[src/tpc_pkg.sv]
package tpc_pkg;

    // Register indices; byte address is four times the index
    localparam logic [5:0] IDX_COUNT_LOW   = 6'h0e;
    localparam logic [5:0] IDX_COUNT_HIGH  = 6'h0f;
    localparam logic [5:0] IDX_CONTROL     = 6'h10;
    localparam logic [5:0] IDX_IRQ_STATUS  = 6'h20;
    localparam logic [5:0] IDX_IRQ_ENABLE  = 6'h21;
    localparam logic [5:0] IDX_IRQ_CLEAR   = 6'h22;

    // Byte addresses on the register bus
    localparam logic [7:0] ADDR_COUNT_LOW  = {IDX_COUNT_LOW, 2'h0};
    localparam logic [7:0] ADDR_COUNT_HIGH = {IDX_COUNT_HIGH, 2'h0};
    localparam logic [7:0] ADDR_CONTROL    = {IDX_CONTROL, 2'h0};
    localparam logic [7:0] ADDR_IRQ_STATUS = {IDX_IRQ_STATUS, 2'h0};
    localparam logic [7:0] ADDR_IRQ_ENABLE = {IDX_IRQ_ENABLE, 2'h0};
    localparam logic [7:0] ADDR_IRQ_CLEAR  = {IDX_IRQ_CLEAR, 2'h0};
    localparam int         ADDR_W          = 8;

    // Control register layout
    localparam int         CTRL_W          = 7;
    localparam logic [6:0] CTRL_RESET      = 7'h00;
    localparam int         CTRL_ON         = 0;
    localparam int         CTRL_CS         = 1;
    localparam int         CTRL_SYNC_DIS   = 2;
    localparam int         CTRL_LP_EN      = 3;
    localparam int         CTRL_PS_LSB     = 4;
    localparam int         CTRL_PS_MSB     = 5;
    localparam int         CTRL_GE         = 6;

    // Prescaler terminal values for 1, 2, 4 and 8
    localparam int         PSC_W           = 3;
    localparam logic [2:0] PSC_LAST_DIV1   = 3'h0;
    localparam logic [2:0] PSC_LAST_DIV2   = 3'h1;
    localparam logic [2:0] PSC_LAST_DIV4   = 3'h3;
    localparam logic [2:0] PSC_LAST_DIV8   = 3'h7;
    localparam logic [1:0] PS_DIV1         = 2'h0;
    localparam logic [1:0] PS_DIV2         = 2'h1;
    localparam logic [1:0] PS_DIV4         = 2'h2;
    localparam logic [1:0] PS_DIV8         = 2'h3;

    // Count, timing and interrupt
    localparam int         COUNT_W         = 16;
    localparam logic [15:0] COUNT_MAX      = 16'hffff;
    localparam logic [15:0] COUNT_ZERO     = 16'h0000;
    localparam int         INSN_CLKS       = 4;
    localparam int         IRQ_W           = 1;
    localparam int         IRQ_OVERFLOW    = 0;

    // Bus responses
    localparam logic [1:0] RESP_OKAY       = 2'h0;
    localparam logic [1:0] RESP_SLVERR     = 2'h2;

endpackage

[src/tpc_psc_if.sv]
`timescale 1ns/1ps
`default_nettype none
interface tpc_psc_if;
    logic       tick;
    logic       clear;
    logic [1:0] sel;
    logic       done;
    modport ctrl (output tick, output clear, output sel, input done);
    modport psc (input tick, input clear, input sel, output done);
endinterface // tpc_psc_if
`default_nettype wire

[src/tpc_timer.sv]
`timescale 1ns/1ps
`default_nettype none
module tpc_timer #(
    parameter int INSN_CLKS = tpc_pkg::INSN_CLKS,
    parameter int ADDR_W    = tpc_pkg::ADDR_W
) (
    // Clock, reset, enable
    input  wire logic              clk,
    input  wire logic              rst,
    input  wire logic              ce,
    // Write address and data
    input  wire logic [ADDR_W-1:0] s_awaddr,
    input  wire logic              s_awvalid,
    output logic                   s_awready,
    input  wire logic [31:0]       s_wdata,
    input  wire logic [3:0]        s_wstrb,
    input  wire logic              s_wvalid,
    output logic                   s_wready,
    // Write response
    output logic [1:0]             s_bresp,
    output logic                   s_bvalid,
    input  wire logic              s_bready,
    // Read address and data
    input  wire logic [ADDR_W-1:0] s_araddr,
    input  wire logic              s_arvalid,
    output logic                   s_arready,
    output logic [31:0]            s_rdata,
    output logic [1:0]             s_rresp,
    output logic                   s_rvalid,
    input  wire logic              s_rready,
    // Pins
    input  wire logic              ext_count_clock,
    input  wire logic              lp_osc_clock,
    input  wire logic              gate_input_n,
    // System oscillator mode, same clock domain
    input  wire logic              internal_oscillator_no_clkout,
    // Status outputs
    output logic                   lp_osc_active,
    output logic                   irq
);
    localparam int INSN_W = (INSN_CLKS > 1) ? $clog2(INSN_CLKS) : 1;
    localparam logic [INSN_W-1:0] INSN_LAST = INSN_W'(INSN_CLKS - 1);

    tpc_psc_if psc ();

    logic [tpc_pkg::CTRL_W-1:0]  ctrl_reg;
    logic [tpc_pkg::COUNT_W-1:0] count_reg;
    logic [tpc_pkg::IRQ_W-1:0]   status_reg;
    logic [tpc_pkg::IRQ_W-1:0]   enable_reg;
    logic [ADDR_W-1:0]           waddr_reg;
    logic [31:0]                 wdata_reg;
    logic                        wstrb0_reg;
    logic [INSN_W-1:0]           insn_cnt_reg;
    logic                        ext_meta_reg;
    logic                        ext_sync_reg;
    logic                        lp_meta_reg;
    logic                        lp_sync_reg;
    logic                        gate_meta_reg;
    logic                        gate_sync_reg;
    logic                        src_prev_reg;
    logic                        armed_reg;
    logic                        pend_reg;
    logic                        wr_fire;
    logic                        wr_count;
    logic                        wr_hit;
    logic                        insn_tick;
    logic                        src;
    logic                        ext_rise;
    logic                        ext_event;
    logic                        count_en;
    logic                        count_inc;
    logic                        wrap;
    logic                        timer_on;
    logic                        clock_source_select;
    logic                        ext_sync_disable;
    logic                        gate_enable;
    logic [31:0]                 rd_data;
    logic                        rd_hit;

    // Control fields
    assign timer_on            = ctrl_reg[tpc_pkg::CTRL_ON];
    assign clock_source_select = ctrl_reg[tpc_pkg::CTRL_CS];
    assign ext_sync_disable    = ctrl_reg[tpc_pkg::CTRL_SYNC_DIS];
    assign gate_enable         = ctrl_reg[tpc_pkg::CTRL_GE];

    // Write channel: both halves held, then one write per response
    assign wr_fire  = !s_awready && !s_wready && !s_bvalid;
    assign wr_count = wr_fire && wstrb0_reg &&
                      (waddr_reg == tpc_pkg::ADDR_COUNT_LOW ||
                       waddr_reg == tpc_pkg::ADDR_COUNT_HIGH);
    assign wr_hit   = waddr_reg == tpc_pkg::ADDR_COUNT_LOW  ||
                      waddr_reg == tpc_pkg::ADDR_COUNT_HIGH ||
                      waddr_reg == tpc_pkg::ADDR_CONTROL    ||
                      waddr_reg == tpc_pkg::ADDR_IRQ_ENABLE ||
                      waddr_reg == tpc_pkg::ADDR_IRQ_CLEAR;

    // Write handshake
    always_ff @(posedge clk or posedge rst)
    begin
        if (rst)
        begin
            s_awready  <= 1'b1;
            s_wready   <= 1'b1;
            s_bvalid   <= 1'b0;
            s_bresp    <= tpc_pkg::RESP_OKAY;
            waddr_reg  <= '0;
            wdata_reg  <= '0;
            wstrb0_reg <= 1'b0;
        end
        else if (ce)
        begin
            if (s_awvalid && s_awready)
            begin
                s_awready <= 1'b0;
                waddr_reg <= s_awaddr;
            end
            if (s_wvalid && s_wready)
            begin
                s_wready   <= 1'b0;
                wdata_reg  <= s_wdata;
                wstrb0_reg <= s_wstrb[0];
            end
            if (wr_fire)
            begin
                s_bvalid <= 1'b1;
                s_bresp  <= wr_hit ? tpc_pkg::RESP_OKAY : tpc_pkg::RESP_SLVERR;
            end
            if (s_bvalid && s_bready)
            begin
                s_bvalid  <= 1'b0;
                s_awready <= 1'b1;
                s_wready  <= 1'b1;
            end
        end
    end

    // Control register; bit 7 has no storage
    always_ff @(posedge clk or posedge rst)
    begin
        if (rst)
            ctrl_reg <= tpc_pkg::CTRL_RESET;
        else if (ce && wr_fire && wstrb0_reg && waddr_reg == tpc_pkg::ADDR_CONTROL)
            ctrl_reg <= wdata_reg[tpc_pkg::CTRL_W-1:0];
    end

    // Interrupt enable register
    always_ff @(posedge clk or posedge rst)
    begin
        if (rst)
            enable_reg <= '0;
        else if (ce && wr_fire && wstrb0_reg && waddr_reg == tpc_pkg::ADDR_IRQ_ENABLE)
            enable_reg <= wdata_reg[tpc_pkg::IRQ_W-1:0];
    end

    // Sticky status: overflow set wins over a same-cycle clear
    always_ff @(posedge clk or posedge rst)
    begin
        if (rst)
            status_reg <= '0;
        else if (ce)
        begin
            if (wr_fire && wstrb0_reg && waddr_reg == tpc_pkg::ADDR_IRQ_CLEAR)
                status_reg <= status_reg & ~wdata_reg[tpc_pkg::IRQ_W-1:0];
            if (wrap)
                status_reg[tpc_pkg::IRQ_OVERFLOW] <= 1'b1;
        end
    end

    // Interrupt level and oscillator status
    always_ff @(posedge clk or posedge rst)
    begin
        if (rst)
        begin
            irq           <= 1'b0;
            lp_osc_active <= 1'b0;
        end
        else if (ce)
        begin
            irq           <= |(status_reg & enable_reg);
            lp_osc_active <= ctrl_reg[tpc_pkg::CTRL_LP_EN] &&
                             internal_oscillator_no_clkout;
        end
    end

    // Read decode; the prescale counter has no address
    always_comb
    begin
        rd_data = '0;
        rd_hit  = 1'b1;
        unique case (s_araddr)
            tpc_pkg::ADDR_COUNT_LOW:  rd_data[7:0] = count_reg[7:0];
            tpc_pkg::ADDR_COUNT_HIGH: rd_data[7:0] = count_reg[15:8];
            tpc_pkg::ADDR_CONTROL:    rd_data[tpc_pkg::CTRL_W-1:0] = ctrl_reg;
            tpc_pkg::ADDR_IRQ_STATUS: rd_data[tpc_pkg::IRQ_W-1:0] = status_reg;
            tpc_pkg::ADDR_IRQ_ENABLE: rd_data[tpc_pkg::IRQ_W-1:0] = enable_reg;
            tpc_pkg::ADDR_IRQ_CLEAR:  rd_data = '0;
            default:                  rd_hit = 1'b0;
        endcase
    end

    // Read handshake, data one cycle after the address is taken
    always_ff @(posedge clk or posedge rst)
    begin
        if (rst)
        begin
            s_arready <= 1'b1;
            s_rvalid  <= 1'b0;
            s_rdata   <= '0;
            s_rresp   <= tpc_pkg::RESP_OKAY;
        end
        else if (ce)
        begin
            if (s_arvalid && s_arready)
            begin
                s_arready <= 1'b0;
                s_rvalid  <= 1'b1;
                s_rdata   <= rd_data;
                s_rresp   <= rd_hit ? tpc_pkg::RESP_OKAY : tpc_pkg::RESP_SLVERR;
            end
            else if (s_rvalid && s_rready)
            begin
                s_rvalid  <= 1'b0;
                s_arready <= 1'b1;
            end
        end
    end

    // Pin synchronisers
    always_ff @(posedge clk or posedge rst)
    begin
        if (rst)
        begin
            ext_meta_reg  <= 1'b0;
            ext_sync_reg  <= 1'b0;
            lp_meta_reg   <= 1'b0;
            lp_sync_reg   <= 1'b0;
            gate_meta_reg <= 1'b1;
            gate_sync_reg <= 1'b1;
        end
        else if (ce)
        begin
            ext_meta_reg  <= ext_count_clock;
            ext_sync_reg  <= ext_meta_reg;
            lp_meta_reg   <= lp_osc_clock;
            lp_sync_reg   <= lp_meta_reg;
            gate_meta_reg <= gate_input_n;
            gate_sync_reg <= gate_meta_reg;
        end
    end

    // Instruction cycle divider
    always_ff @(posedge clk or posedge rst)
    begin
        if (rst)
            insn_cnt_reg <= '0;
        else if (ce)
            insn_cnt_reg <= insn_tick ? '0 : insn_cnt_reg + 1'b1;
    end
    assign insn_tick = insn_cnt_reg == INSN_LAST;

    // External source: pin or low-power oscillator
    assign src      = lp_osc_active ? lp_sync_reg : ext_sync_reg;
    assign ext_rise = src && !src_prev_reg && armed_reg;

    // Edge history and arming on a low level
    always_ff @(posedge clk or posedge rst)
    begin
        if (rst)
        begin
            src_prev_reg <= 1'b0;
            armed_reg    <= 1'b0;
            pend_reg     <= 1'b0;
        end
        else if (ce)
        begin
            src_prev_reg <= src;
            armed_reg    <= timer_on && clock_source_select &&
                            (armed_reg || !src);
            pend_reg     <= ext_rise || (pend_reg && !insn_tick);
        end
    end

    // Synchronised edges wait for an instruction boundary
    assign ext_event = ext_sync_disable ? ext_rise : (pend_reg && insn_tick);
    assign count_en  = timer_on && !(gate_enable && gate_sync_reg);

    // Prescaler connection
    assign psc.tick  = count_en && (clock_source_select ? ext_event : insn_tick);
    assign psc.clear = wr_count;
    assign psc.sel   = ctrl_reg[tpc_pkg::CTRL_PS_MSB:tpc_pkg::CTRL_PS_LSB];

    tpc_prescaler #(
        .W   (tpc_pkg::PSC_W)
    ) u_psc (
        .clk (clk),
        .rst (rst),
        .ce  (ce),
        .p   (psc.psc)
    );

    assign count_inc = psc.done && count_en && !wr_count;
    assign wrap      = count_inc && count_reg == tpc_pkg::COUNT_MAX;

    // Count register; a byte write wins over an increment
    always_ff @(posedge clk or posedge rst)
    begin
        if (rst)
            count_reg <= tpc_pkg::COUNT_ZERO;
        else if (ce)
        begin
            if (wr_count && waddr_reg == tpc_pkg::ADDR_COUNT_LOW)
                count_reg[7:0] <= wdata_reg[7:0];
            else if (wr_count)
                count_reg[15:8] <= wdata_reg[7:0];
            else if (count_inc)
                count_reg <= count_reg + 1'b1;
        end
    end
endmodule // tpc_timer
`default_nettype wire

[src/tpc_prescaler.sv]
`timescale 1ns/1ps
`default_nettype none
module tpc_prescaler #(
    parameter int W = tpc_pkg::PSC_W
) (
    // Clock and reset
    input  wire logic clk,
    input  wire logic rst,
    input  wire logic ce,
    // Timer side
    tpc_psc_if.psc    p
);
    logic [W-1:0] cnt_reg;
    logic [W-1:0] last;

    // Terminal count for the selected ratio
    always_comb
    begin
        unique case (p.sel)
            tpc_pkg::PS_DIV1: last = W'(tpc_pkg::PSC_LAST_DIV1);
            tpc_pkg::PS_DIV2: last = W'(tpc_pkg::PSC_LAST_DIV2);
            tpc_pkg::PS_DIV4: last = W'(tpc_pkg::PSC_LAST_DIV4);
            tpc_pkg::PS_DIV8: last = W'(tpc_pkg::PSC_LAST_DIV8);
        endcase
    end

    // Divide counter, cleared by count writes
    always_ff @(posedge clk or posedge rst)
    begin
        if (rst)
        begin
            cnt_reg <= '0;
            p.done  <= 1'b0;
        end
        else if (ce)
        begin
            p.done <= 1'b0;
            if (p.clear)
                cnt_reg <= '0;
            else if (p.tick && cnt_reg >= last)
            begin
                cnt_reg <= '0;
                p.done  <= 1'b1;
            end
            else if (p.tick)
                cnt_reg <= cnt_reg + 1'b1;
        end
    end
endmodule // tpc_prescaler
`default_nettype wire

[config.mk]
export PLATFORM = sky130hd
export DESIGN_NAME = tpc_timer
export DESIGN_NICKNAME = d
export VERILOG_FILES = /design/src/tpc_pkg.sv /design/src/tpc_psc_if.sv /design/src/tpc_timer.sv /design/src/tpc_prescaler.sv
export SDC_FILE = /design/constraint.sdc
export NUM_CORES = 1
export LEC_CHECK = 0
export ABC_AREA = 1
export CORE_UTILIZATION = 40
export CTS_BUF_LIST = sky130_fd_sc_hd__clkbuf_8
export DETAILED_ROUTE_END_ITERATION = 8
export DONT_BUFFER_PORTS = 1
export GPL_ROUTABILITY_DRIVEN = 0
export PLACE_DENSITY = 0.63
export SLEW_MARGIN = 40
export SYNTH_ARGS = -nofsm -noshare
export SYNTH_HDL_FRONTEND = slang
export SYNTH_HIERARCHICAL = 1
export SYNTH_SLANG_ARGS = --single-unit
[constraint.sdc]
create_clock -name clk -period 3.4 [get_ports clk]
set_input_delay 0.17 -clock clk [delete_from_list [all_inputs] [get_ports clk]]
set_output_delay 0.17 -clock clk [all_outputs]
set_load 0.05 [all_outputs]
# Yosys cells after proc, flatten, opt, wreduce, memory -nomap -nowiden
# Index checks and enable logic that the tools add are counted.
# Widths: inputs -> output; s select.
dict set report totals {
  regBits 76
  inputBits 64
  out_inout_bits 43
}
dict set report op_classes {
  n_addsub 3
  magnitude_cmp 1
  n_eq_ne 17
  mux 32
  bitwise 4
  reduce_logical 65
}
# operator n
set ops {}
lappend ops {{$eq 8x8->1 const B} 5}
lappend ops {{$eq 8x6->1 const B} 4}
lappend ops {{$logic_and 1x1->1} 29}
lappend ops {{$mux 8} 3}
lappend ops {{$reduce_and 2->1} 10}
lappend ops {{$mux 1} 18}
lappend ops {{$pmux 6 s3} 1}
lappend ops {{$add 16x1->16 const B} 1}
lappend ops {{$eq 16x16->1 const B} 1}
lappend ops {{$eq 8x7->1 const B} 2}
lappend ops {{$mux 16} 1}
lappend ops {{$reduce_bool 2->1} 7}
lappend ops {{$pmux 3 s4} 1}
lappend ops {{$mux 3} 3}
lappend ops {{$logic_not 1->1} 8}
lappend ops {{$eq 2x2->1 const B} 3}
lappend ops {{$logic_or 1x1->1} 6}
lappend ops {{$mux 2} 3}
lappend ops {{$reduce_and 3->1} 2}
lappend ops {{$reduce_or 6->1} 1}
lappend ops {{$pmux 1 s5} 1}
lappend ops {{$add 3x1->3 const B} 1}
lappend ops {{$ge 3x3->1} 1}
lappend ops {{$reduce_bool 3->1} 1}
lappend ops {{other kinds (7)} 9}

# Depth between registers and ports, before layout
dict set report logic_depth {
  depth_word 10
  ltp_mapped 13
  mapped_depth_nobuf 12
}

# Hierarchy
# The synthesis kept the hierarchy.
# mod n_inst cells_each area_each_um2 seq_area_each_um2
set modules_own_cells {}
lappend modules_own_cells {tpc_timer 1 521 3936.3 1757.9}
lappend modules_own_cells {tpc_prescaler 1 41 297.8 100.1}

# Worst setup path after synthesis
# No wires, ideal clock.
dict set report synth_timing {
  path_type {register to register}
  start {register lp_osc_active}
  end {register u_psc.cnt_reg[2]}
  setup_ns 0.077
  t_arrival_ns 1.745
  required_time_ns 3.323
  slack_ns 1.577
  path_stages_with_launch 12
  n_path_buf 0
  period_less_slack_ns 1.823
  cell_sequence {dfrtp_1 o21ai_0 nand3_1 a21oi_1 nor2_1 nor3_1 o21ai_0 inv_1 nand2_1 nand2_1 inv_1 a21oi_1}
}
dict set report synth_between {
  elab_chain_cells 9
  word_cells_on_any_way 11
  cone_classes {mux (5); reduce/logical (6)}
}
# element line
set synth_lines {}
lappend synth_lines {{from (decl)} tpc_timer.sv:38} ;# output logic lp_osc_active,
lappend synth_lines {{from (signal assigned)} tpc_timer.sv:180} ;# lp_osc_active <= ctrl_reg[tpc_pkg::CTRL_LP_EN] &&
lappend synth_lines {{$mux 1 *} tpc_timer.sv:262} ;# assign src = lp_osc_active ? lp_sync_reg : ext_sync_reg;
lappend synth_lines {{$logic_and 1x1->1 * (2 in a row)} tpc_timer.sv:263} ;# assign ext_rise = src && !src_prev_reg && armed_reg;
lappend synth_lines {{$mux 1 *} tpc_timer.sv:284} ;# assign ext_event = ext_sync_disable ? ext_rise : (pend_reg && insn_tick);
lappend synth_lines {{$mux 1 *} tpc_timer.sv:288} ;# assign psc.tick = count_en && (clock_source_select ? ext_event : insn_tick);
lappend synth_lines {{$logic_and 1x1->1 *} tpc_timer.sv:288}
lappend synth_lines {{via psc.tick} tpc_psc_if.sv:4} ;# logic tick;
lappend synth_lines {{$logic_and 1x1->1} tpc_prescaler.sv:40} ;# else if (p.tick && cnt_reg >= last)
lappend synth_lines {{$reduce_bool 3->1 (no line) or $mux 3 (tied branches)} -}
lappend synth_lines {{$reduce_and 2->1 (no line) or $mux 3 (tied branches)} -}
lappend synth_lines {{to (signal assigned)} tpc_prescaler.sv:46} ;# cnt_reg <= cnt_reg + 1'b1;
lappend synth_lines {{to (decl)} tpc_prescaler.sv:13} ;# logic [W-1:0] cnt_reg;
# Mark *: on every way through the listed nets, which the timed path passes. The rest lies on a longest branch.
# A chain may end at the register's enable or synchronous reset.

# Final worst setup path
dict set report layout_timing {
  start {register s_bvalid}
  end {register u_psc.cnt_reg[2]}
}
dict set report layout_between {
  elab_chain_cells 6
  word_cells_on_any_way 7
  cone_classes {mux (1); reduce/logical (6)}
}
# element line
set layout_lines {}
lappend layout_lines {{from (decl)} tpc_timer.sv:21} ;# output logic s_bvalid,
lappend layout_lines {{from (signal assigned)} tpc_timer.sv:104} ;# s_bvalid <= 1'b0;
lappend layout_lines {{from (signal assigned)} tpc_timer.sv:125} ;# s_bvalid <= 1'b1;
lappend layout_lines {{from (signal assigned)} tpc_timer.sv:130} ;# s_bvalid <= 1'b0;
lappend layout_lines {{$logic_not 1->1 *} tpc_timer.sv:87} ;# assign wr_fire = !s_awready && !s_wready && !s_bvalid;
lappend layout_lines {{$logic_and 1x1->1 *} tpc_timer.sv:87}
lappend layout_lines {{$logic_and 1x1->1 * (2 in a row)} tpc_timer.sv:88} ;# assign wr_count = wr_fire && wstrb0_reg &&
lappend layout_lines {{via psc.clear} tpc_psc_if.sv:5} ;# logic clear;
lappend layout_lines {{$reduce_bool 3->1 (no line)} -}
lappend layout_lines {{$reduce_and 2->1 (no line)} -}
# Marks and branches as above.

==> impl_metrics.toml <==
[route]
route.detailed.wl_per_inst_um = 13.6
route.vias.total = 3624
finalWirelength_um = 9950
ant_nets = 0
drtIter0Drc = 235
dr.pass1.iters = 4
route.detailed.vias_per_inst = 4.96
drc_errors = 0

[finish]
multi_input_area_um2 = 2020
most_common_cell_after_layout_fill_and_taps_aside = "nand2_1"
most-common-layout-cells = "nand2_1 (202), dfrtp_1 (69), inv_1 (50), nand3_1 (50), nor2_1 (39)"
nNetsFinal = 659
seqCellArea_um2 = 1860
antennaDiodeCount = 0
largest_reg_flops = 16
area.growth.synth_to_final_pct = 12.5
final_layout_size_suffix_gt1_share_pct = 9.43
final_area_um2 = 4760
layout.filler_cells = 1043

[synth]
yosys_most_used_dff = "dfrtp_1"
synth_enable_flop_cells = 0
synth-warning-count = 6
synth_area_um2 = 4230
ys_seq_elements = 74
yosysUniqueCellTypes = 39
synthesized_area_per_cell_um2 = 7.53
ys_seq_area_share_pct = 43.9
yosys-top-cells-area = "dfrtp_1 (41%), nand2_1 (18%), nand3_1 (5.9%)"
postSynth.asyncResetShare_pct = 100
synth.largest_area_cell = "dfrtp_1"
synth_top_area_share_pct = 40.8
syn_inst = 562

[worst_setup_path]
criticalPathCategory = "reg2reg"
critical_path_arrival_ns = 2.39
crit_required_ns = 3.65
cp_max_fo = 11
critPathCaptureType = "register"
r2r_cells = 11
startpoint_type = "register"

[sta]
hold_viol_final = 0
final_min_period_over_clock_period_pct = 63.0
final_hold_slack_ns = 0.0191
layout_min_cycle_time_ns = 2.14
grt_setup_unrepaired = "false"
max_slew.worst_pin.slew_ns = 0.605
timing.fmax_ghz = 0.467
fin_tns_setup_ns = 0
pins_over_their_slew_limit = 0
timing.max_slew.rel_slack_pct = 59.6
setup_violations = 0
worst_clock_skew_ns = 0.00978

[grt]
overflow = 0
vias_in_the_first_global_route = 3531
grt_start_max_net_pins = 43
antenna_found_initial = 0
track_usage_pct = 19.5
first_pass_grt_wire_length_um = 16900

[clock_network]
cts-resized-gates = 0
cts_num_sinks = 74
h-tree-depth = 3
cts_max_path_buffers = 2
cts_tree = "yes"
clock_tree.root_cell = "clkbuf_8"
cts.hold.buffers_added = 25
worstSkewPairLatency_ns = 0.35
cts_buffers = 9
postCtsSetupBuffers = 0
clk_transition_reported_paths_ns = 0.09

[floorplanning]
fp.dieW_um = 105
initial_utilization_pct = 41.2
dieArea_um2 = 11000
io_pins = 107
core.rowCount = 37
coreArea_um2 = 10300
dieHeight_um = 105

[job]
maxCapViolations = 0

[place]
placement.io_buffers = 0
hpwl_um = 7100
placement.cell_area_um2 = 4260

[pwr]
ir_drop_v = 0.000376
cellPowerDensity_nw_per_um2 = 593
p_leak_uw = 0.00235

[run_status]
outcome = "completed"

[hold_path]
whs_path_depth = 2
hold_path_class = "in2reg"
## final timing paths
| check | slack, ns | startpoint | to |
|---|---|---|---|
| max in group asynchronous | 2.04 | rst | wdata_reg[7]$_DFFE_PP0P_ |
| max reg2reg | 1.26 | s_bvalid$_DFFE_PP0P_ | u_psc/cnt_reg[2]$_DFFE_PP0P_ |
| min in group asynchronous | 0.18 | rst | u_psc/cnt_reg[2]$_DFFE_PP0P_ |
| min | 0.02 | s_wdata[3] | wdata_reg[3]$_DFFE_PP0P_ |
| min reg2reg | 0.48 | gate_meta_reg$_DFFE_PP1P_ | gate_sync_reg$_DFFE_PP1P_ |
| max | 1.26 | s_bvalid$_DFFE_PP0P_ | u_psc/cnt_reg[2]$_DFFE_PP0P_ |
## final cells by class
type | instances | area share (%)
Clock buffer | 9 | 2.60
Inverter | 54 | 4.39
Timing Repair Buffer | 26 | 5.41
Multi-Input combinational cell | 424 | 42.4
Tap cell | 136 | 3.57
Clock inverter | 7 | 2.60
Sequential cell | 74 | 39.0
## routing by layer
layer	track usage [%]	up-vias	wire length [µm]
li1	-	1783	-
met1	25.1	1705	4510
met5	0	-	0
met2	32.6	125	4640
met3	4.18	11	677
met4	6.14	0	119
## cells in the mapped netlist, drive strengths merged (3+ instances only)
master	number
nand2	206
dfrtp	69
inv	53
nand3	52
nor2	51
buf	31
o21ai	28
a21oi	19
mux2	7
nand4	7
ha	6
dfstp	5
clkbuf	4
or2	4
xnor2	4
nor3	3
## power breakdown
group          total (µW)  internal, µW  switching (µW)
registers            1420          1080             344
logic                 542           191             351
clock network         858           495             363
total                2820          1770            1060
## critical path, cell delays in order (launching register included)
cell	delay (ns)
dfrtp_1	0.68
inv_1	0.11
nand2_1	0.15
nor2_4	0.06
nand2_2	0.22
clkinv_2	0.24
o21ai_0	0.28
inv_1	0.10
nand2_1	0.07
nand2_1	0.04
inv_1	0.04
a21oi_1	0.03
## through the flow
step | setup slack [ns] | power (µW) | utilization [%] | instances
global placement | 1.31 | 1930 | 41.5 | 689
finish | 1.26 | 2820 | 46.3 | 730
global route | 1.04 | 2980 | 46.3 | 730
CTS | 1.27 | 2830 | 46.3 | 730
floorplan | 1.47 | 1840 | - | 587
detailed placement | 1.29 | 1950 | 41.5 | 689
## cell families after synthesis
| logic type | after synthesis | synth area share, % |
|---|---|---|
| and+or+nand+nor | 328 | 34.1 |
| buffers and inverters | 89 | 10.6 |
| DFF | 74 | 43.9 |
| AOI/OAI and AO/OA | 51 | 6.38 |
| muxes | 7 | 1.86 |
| adders and majority gates | 6 | 1.77 |
| xor gates and xnor gates | 6 | 1.24 |
| other | 1 | 0.0886 |
No activity file was read; power rests on OpenSTA's default activity.
